===== src/common/brd_map.vh =====
`ifndef BRD_MAP_VH
`define BRD_MAP_VH

// register byte offsets on the apb window
`define BRD_OFF_DIV_LOW 12'h000
`define BRD_OFF_DIV_HIGH 12'h004
`define BRD_OFF_TX_STATUS_CTRL 12'h008
`define BRD_OFF_BAUD_CTRL 12'h00c
`define BRD_OFF_RATE_STATUS 12'h010

// field positions
`define BRD_BIT_SYNC_MODE 4
`define BRD_BIT_HIGH_SPEED 2
`define BRD_BIT_WIDE_DIVISOR 3

// writable masks of the control registers
`define BRD_MASK_TX_STATUS_CTRL 8'h14
`define BRD_MASK_BAUD_CTRL 8'h08

// reset values
`define BRD_RST_DIV_LOW 8'h00
`define BRD_RST_DIV_HIGH 8'h00
`define BRD_RST_TX_STATUS_CTRL 8'h00
`define BRD_RST_BAUD_CTRL 8'h00

// prescale figures, stored as reload value (prescale minus one)
`define BRD_PRESCALE_64_RELOAD 6'h3f
`define BRD_PRESCALE_16_RELOAD 6'h0f
`define BRD_PRESCALE_4_RELOAD 6'h03

`endif


===== src/rtl/brd_down_counter.v =====
`timescale 1ns/1ps
`default_nettype none

module brd_down_counter #(
  parameter WIDTH = 16
) (
  input wire clk,
  input wire reset_n,
  input wire clkEn,
  input wire restart,
  input wire step,
  input wire [WIDTH-1:0] reloadValue,
  output wire [WIDTH-1:0] count,
  output wire wrap
);

  reg [WIDTH-1:0] count_q;
  reg [WIDTH-1:0] count_d;

  // wrap is combinational so the next stage steps in the same cycle
  assign wrap = step & ~restart & (count_q == {WIDTH{1'b0}});
  assign count = count_q;

  always @* begin
    count_d = count_q;
    if (restart) begin
      count_d = reloadValue;
    end else if (wrap) begin
      count_d = reloadValue;
    end else if (step) begin
      count_d = count_q - {{(WIDTH-1){1'b0}}, 1'b1};
    end
  end

  always @(posedge clk) begin
    if (!reset_n) begin
      count_q <= {WIDTH{1'b0}};
    end else if (clkEn) begin
      count_q <= count_d;
    end
  end

endmodule

`default_nettype wire


===== src/rtl/brd_rate_core.v =====
// Chosen here: the address map and register access over APB.
`timescale 1ns/1ps
`default_nettype none
`include "brd_map.vh"

module brd_rate_core #(
  parameter DIV_WIDTH = 16,
  parameter PRE_WIDTH = 6
) (
  input wire clk,
  input wire reset_n,
  input wire clkEn,
  input wire psel,
  input wire penable,
  input wire pwrite,
  input wire [11:0] paddr,
  input wire [31:0] pwdata,
  output reg [31:0] prdata,
  output reg pready,
  output reg pslverr,
  output reg rateTick
);

  reg [7:0] divisorLow_q;
  reg [7:0] divisorHigh_q;
  reg [7:0] txStatusCtrl_q;
  reg [7:0] baudCtrl_q;
  reg initRestart_q;
  wire accessDone;
  wire wrLow;
  wire wrHigh;
  wire wrTx;
  wire wrBaud;
  wire syncMode;
  wire highSpeed;
  wire wideDivisor;
  wire [DIV_WIDTH-1:0] rateDivisor;
  wire [7:0] divisorLowNext;
  wire [7:0] divisorHighNext;
  wire [PRE_WIDTH-1:0] preReload;
  wire counterRestart;
  wire preWrap;
  wire divWrap;
  wire [PRE_WIDTH-1:0] preCount;
  wire [DIV_WIDTH-1:0] divCount;
  wire [31:0] rateStatus;

  function isMapped;
    input [11:0] addr;
    begin
      isMapped = (addr == `BRD_OFF_DIV_LOW) || (addr == `BRD_OFF_DIV_HIGH) ||
        (addr == `BRD_OFF_TX_STATUS_CTRL) || (addr == `BRD_OFF_BAUD_CTRL) ||
        (addr == `BRD_OFF_RATE_STATUS);
    end
  endfunction

  // prescale reload chosen from mode, width and speed bits
  function [PRE_WIDTH-1:0] prescaleSel;
    input sync;
    input wide;
    input fast;
    begin
      // sync ignores speed
      if (sync) begin
        prescaleSel = `BRD_PRESCALE_4_RELOAD;
      end else if (!wide && !fast) begin
        prescaleSel = `BRD_PRESCALE_64_RELOAD;
      end else if (wide && !fast) begin
        prescaleSel = `BRD_PRESCALE_16_RELOAD;
      end else if (!wide) begin
        prescaleSel = `BRD_PRESCALE_16_RELOAD;
      end else begin
        prescaleSel = `BRD_PRESCALE_4_RELOAD;
      end
    end
  endfunction

  // writes take effect in the cycle pready is high; read data is sampled in the wait cycle before
  assign accessDone = psel & penable & pready;
  assign wrLow = accessDone & pwrite & (paddr == `BRD_OFF_DIV_LOW);
  assign wrHigh = accessDone & pwrite & (paddr == `BRD_OFF_DIV_HIGH);
  assign wrTx = accessDone & pwrite & (paddr == `BRD_OFF_TX_STATUS_CTRL);
  assign wrBaud = accessDone & pwrite & (paddr == `BRD_OFF_BAUD_CTRL);

  assign syncMode = txStatusCtrl_q[`BRD_BIT_SYNC_MODE];
  assign highSpeed = txStatusCtrl_q[`BRD_BIT_HIGH_SPEED] & ~syncMode;
  assign wideDivisor = baudCtrl_q[`BRD_BIT_WIDE_DIVISOR];

  // high byte masked when narrow
  // reload sees the byte being written, not the stale one
  assign divisorLowNext = wrLow ? pwdata[7:0] : divisorLow_q;
  assign divisorHighNext = wrHigh ? pwdata[7:0] : divisorHigh_q;
  assign rateDivisor = wideDivisor ? {divisorHighNext, divisorLowNext} : {8'h00, divisorLowNext};

  assign preReload = prescaleSel(syncMode, wideDivisor, highSpeed);

  assign counterRestart = wrHigh | wrLow | initRestart_q;

  assign rateStatus = {10'h000, preCount, divCount};

  // mode bit changes take effect at the next reload, not at once
  brd_down_counter #(
    .WIDTH(PRE_WIDTH)
  ) u_prescale (
    .clk(clk),
    .reset_n(reset_n),
    .clkEn(clkEn),
    .restart(counterRestart),
    .step(1'b1),
    .reloadValue(preReload),
    .count(preCount),
    .wrap(preWrap)
  );

  brd_down_counter #(
    .WIDTH(DIV_WIDTH)
  ) u_divisor (
    .clk(clk),
    .reset_n(reset_n),
    .clkEn(clkEn),
    .restart(counterRestart),
    .step(preWrap),
    .reloadValue(rateDivisor),
    .count(divCount),
    .wrap(divWrap)
  );

  // counters load their reload values one cycle after reset release
  always @(posedge clk) begin
    if (!reset_n) begin
      initRestart_q <= 1'b1;
    end else if (clkEn) begin
      initRestart_q <= 1'b0;
    end
  end

  always @(posedge clk) begin
    if (!reset_n) begin
      divisorLow_q <= `BRD_RST_DIV_LOW;
      divisorHigh_q <= `BRD_RST_DIV_HIGH;
      txStatusCtrl_q <= `BRD_RST_TX_STATUS_CTRL;
      baudCtrl_q <= `BRD_RST_BAUD_CTRL;
    end else if (clkEn) begin
      if (wrLow) begin
        divisorLow_q <= pwdata[7:0];
      end
      if (wrHigh) begin
        divisorHigh_q <= pwdata[7:0];
      end
      // unrelated serial bits are not held here, so they read zero
      if (wrTx) begin
        txStatusCtrl_q <= pwdata[7:0] & `BRD_MASK_TX_STATUS_CTRL;
      end
      if (wrBaud) begin
        baudCtrl_q <= pwdata[7:0] & `BRD_MASK_BAUD_CTRL;
      end
    end
  end

  // one wait state: pready rises in the second access cycle
  always @(posedge clk) begin
    if (!reset_n) begin
      pready <= 1'b0;
      pslverr <= 1'b0;
      prdata <= 32'h00000000;
    end else if (clkEn) begin
      pready <= psel & penable & ~pready;
      pslverr <= psel & penable & ~pready & ~isMapped(paddr);
      prdata <= 32'h00000000;
      if (psel & penable & ~pready & ~pwrite) begin
        case (paddr)
          `BRD_OFF_DIV_LOW: begin
            prdata <= {24'h000000, divisorLow_q};
          end
          `BRD_OFF_DIV_HIGH: begin
            prdata <= {24'h000000, divisorHigh_q};
          end
          `BRD_OFF_TX_STATUS_CTRL: begin
            prdata <= {24'h000000, txStatusCtrl_q};
          end
          `BRD_OFF_BAUD_CTRL: begin
            prdata <= {24'h000000, baudCtrl_q};
          end
          `BRD_OFF_RATE_STATUS: begin
            prdata <= rateStatus;
          end
          default: begin
            prdata <= 32'h00000000;
          end
        endcase
      end
    end
  end

  always @(posedge clk) begin
    if (!reset_n) begin
      rateTick <= 1'b0;
    end else if (clkEn) begin
      rateTick <= divWrap;
    end
  end

endmodule

`default_nettype wire


===== config.mk =====
export PLATFORM = sky130hd
export DESIGN_NAME = brd_rate_core
export DESIGN_NICKNAME = d
export VERILOG_FILES = /design/src/rtl/brd_down_counter.v /design/src/rtl/brd_rate_core.v
export VERILOG_INCLUDE_DIRS = /design/src /design/src/common
export SDC_FILE = /design/constraint.sdc
export NUM_CORES = 1
export LEC_CHECK = 0
export BUFFER_PORTS_ARGS = -buffer_cell sky130_fd_sc_hd__buf_2
export CORE_MARGIN = 10
export CORE_UTILIZATION = 30
export DETAILED_ROUTE_END_ITERATION = 10
export GPL_ROUTABILITY_DRIVEN = 0
export PLACE_DENSITY = 0.55
export SLEW_MARGIN = 20
export SYNTH_ARGS = -nofsm -noshare
export SYNTH_HDL_FRONTEND = slang
export SYNTH_HIERARCHICAL = 1
export SYNTH_SLANG_ARGS = --single-unit

===== constraint.sdc =====
create_clock -name clk -period 4 [get_ports clk]
set_input_delay 0.4 -clock clk [delete_from_list [all_inputs] [get_ports clk]]
set_output_delay 0.4 -clock clk [all_outputs]
set_load 0.02 [all_outputs]

==> flow_summary_export.csv <==
group,metric,value,unit
run_status,status,"finished clean",
synthesis,synth_area,3870,µm²
worst_setup_path,crit_path_end_kind,"flop",
synthesis,syn_avg_cell_area,8.61,µm²
die,die_area,17900,µm²
die,fp-row-count,41,
synthesis,async_flop_share,0,%
place,numPortBuffers,50,
global_routing,grt_first_pass_wirelength,19.2,mm
place,placed_area,4260,µm²
sta,maxSlewViolCount,0,
die,fp.dieW,134,µm
hold_path,hp-class,"in -> reg",
clock_tree,ctsHoldBuffers,0,
clock_tree,ctsResizeCount,0,
sta,maxSlewHeadroom,42.7,%
global_routing,grt_overflow,0,
clock_tree,root_buffer,"clkbuf_16",
detailed_routing,vias,3685,
detailed_routing,drt_iter0_markers,317,
clock_tree,h-tree-depth,3,
clock_tree,cts_tree,"built",
global_routing,grt_start_max_net_pins,39,
place,place_hpwl,8.59,mm
die,coreArea,12600,µm²
sta,min_period_over_period,75.5,%
synthesis,yosysWarnings,6,
clock_tree,cts_num_sinks,67,
flow_run,drv_cap,0,
sta,skew,0.00521,ns
detailed_routing,top_layer,"met4",
detailed_routing,detail-route-antenna-nets,0,
pwr,power.density,410,nW/µm²
worst_setup_path,cp_data_arrival_time,3.25,ns
sta,hold_violations,0,
pwr,cellLeakagePower,1.78,nW
synthesis,ys_types,73,
detailed_routing,wl_met3,707,µm
detailed_routing,drtPass1Iterations,5,
clock_tree,clk_pin_slew,0.06,ns
synthesis,yosysSeqAreaShare,34.6,%
cells_and_area,area_growth,18.8,%
global_routing,grt_usage,13.1,%
worst_setup_path,startpoint_type,"flop",
cells_and_area,fin_nets,550,
sta,finalCriticalPeriod,3.02,ns
clock_tree,insertion_delay,0.34,ns
pwr,ir_worst_vdd,208,µV
detailed_routing,viasPerCell,5.47,
detailed_routing,wl,11.7,mm
sta,rsz0062_at_grt,"no",
cells_and_area,insertedDiodeCount,0,
synthesis,syn_inst,450,
global_routing,antenna_found_initial,0,
sta,tns,0,ns
die,ios,85,
worst_setup_path,cp.required,4.23,ns
clock_tree,cts.path.max_buffers,2,
cells_and_area,fin_area,4600,µm²
sta,setup_viol,0,
cells_and_area,drive_gt1_share,21.9,%
worst_setup_path,path_max_fanout,13,
detailed_routing,drc,0,
clock_tree,postCtsSetupBuffers,0,
synthesis,synth_edf_count,0,
detailed_routing,wl_met2,5.43,mm
die,start_util,30.7,%
clock_tree,cts_buffers,9,
synthesis,ys_ff_latch,67,
synthesis,synth_ff_type,"dfxtp_1",
worst_setup_path,critPathKind,"reg -> reg",
detailed_routing,wl_per_cell,17.3,µm
detailed_routing,m1WireLength,5.25,mm
sta,worst_slew_pin_slew,0.858,ns
sta,holdWs,0.373,ns
sta,timing.fmax,0.331,GHz
global_routing,grt_pass1_vias,3617,
die,die-height,134,µm
-- registers in the layout, indices dropped and copies added (netlist names) --
| signal | count |
|---|---|
| baudCtrl_q | 1 |
| divisorHigh_q | 8 |
| divisorLow_q | 8 |
| initRestart_q | 1 |
| prdata | 22 |
| pready | 1 |
| pslverr | 1 |
| rateTick | 1 |
| txStatusCtrl_q | 2 |
| u_divisor/count | 16 |
| u_prescale/count | 6 |
-- placed cells by master, fill, tap and decap left out, types with 3 or more instances in the layout --
cell type,netlist,layout
conb_1,2,16
nand2_1,50,50
o221ai_1,3,3
nor3_2,3,3
o21a_1,3,3
a22oi_1,4,4
nand4_1,8,8
a21oi_1,13,13
nor2_1,18,18
inv_1,14,14
a31oi_1,6,6
a32o_1,3,3
clkbuf_16,0,9
and4_1,3,3
a2bb2oi_1,3,3
clkbuf_8,0,4
mux2_2,9,9
nand3b_1,3,3
ha_1,3,3
o22ai_1,8,8
o21ai_0,22,21
o21ai_2,2,3
nor4_1,3,3
a21boi_0,9,9
nand3_1,27,27
nor2b_1,7,7
buf_4,11,6
mux2i_1,29,29
dfxtp_1,67,67
nor3_1,20,20
or3_1,4,4
a22o_1,19,19
buf_2,1,50
nand2b_1,3,3
-- power breakdown --
part	internal, mW	switching [mW]	total [mW]
clock	0.613	0.294	0.907
sequential	0.686	0.0283	0.715
combinational	0.0943	0.171	0.265
-- kinds of logic (layout without fill, tap and decap cells) --
logic type | Yosys count | in the layout | synth area share, %
other | 2 | 16 | 0.194
muxes | 39 | 39 | 10.4
buffers and inverters | 48 | 86 | 6.13
DFF | 67 | 67 | 34.6
AOI/OAI and AO/OA | 121 | 121 | 23.2
adders and majority gates | 3 | 3 | 0.969
and+or+nand+nor | 170 | 170 | 24.4
-- worst max-delay path: stages (launching register included) --
cell	delay [ns]
dfxtp_1	0.36
inv_1	0.10
ha_1	0.29
nand2_1	0.16
nor3b_2	0.31
and2_2	0.23
nor4bb_1	0.35
nand3_1	0.23
o21ai_4	0.44
o21ai_0	0.15
a32o_1	0.29
-- stage by stage --
stage,total power [mW],util (%),setup slack [ns],cells
detailed placement,0.989,33.7,0.812,658
CTS,1.90,36.5,0.981,674
finish,1.89,36.5,0.980,674
floorplan,0.924,-,0.927,464
global route,1.96,36.5,0.693,674
global placement,0.984,33.7,0.854,658
-- path summary, 6_finish.rpt --
check                            end  slack [ns]           startpoint  cells after the start
setup / recovery  u_divisor/count[5]        0.98  u_prescale/count[0]                     10
hold reg to reg            prdata[0]        0.46            prdata[0]                      2
hold / removal      divisorHigh_q[0]        0.37            pwdata[0]                      3
setup reg to reg  u_divisor/count[5]        0.98  u_prescale/count[0]                     10
-- cell type report --
class	count	area [µm²]
multi-input cells	349	2350
clock inverters	3	67.6
well taps	172	215
inverters	14	52.6
flip-flops and latches	67	1340
repair buffers	56	295
clock buffers	13	280
fillers	1315	8020
-- per-layer routing --
| layer | up-vias | track usage [%] |
|---|---|---|
| met3 | 21 | 3.61 |
| met1 | 1791 | 16.1 |
| met5 | - | 0 |
| met4 | 0 | 5.38 |
| met2 | 105 | 20.9 |
| li1 | 1768 | - |
-- synth_stat cells (9+ instances only) --
master	number	share of area (%)
dfxtp_1	67	35
nand2_1	50	4.8
mux2i_1	29	7.5
nand3_1	27	3.5
o21ai_0	22	2.8
clkbuf_1	20	1.9
nor3_1	20	2.6
a22o_1	19	4.3
nor2_1	18	1.7
inv_1	14	1.4
a21oi_1	13	1.7
buf_4	11	2.1
a21boi_0	9	1.7
mux2_2	9	2.6
Note: power is estimated with default switching activity, not from simulation.
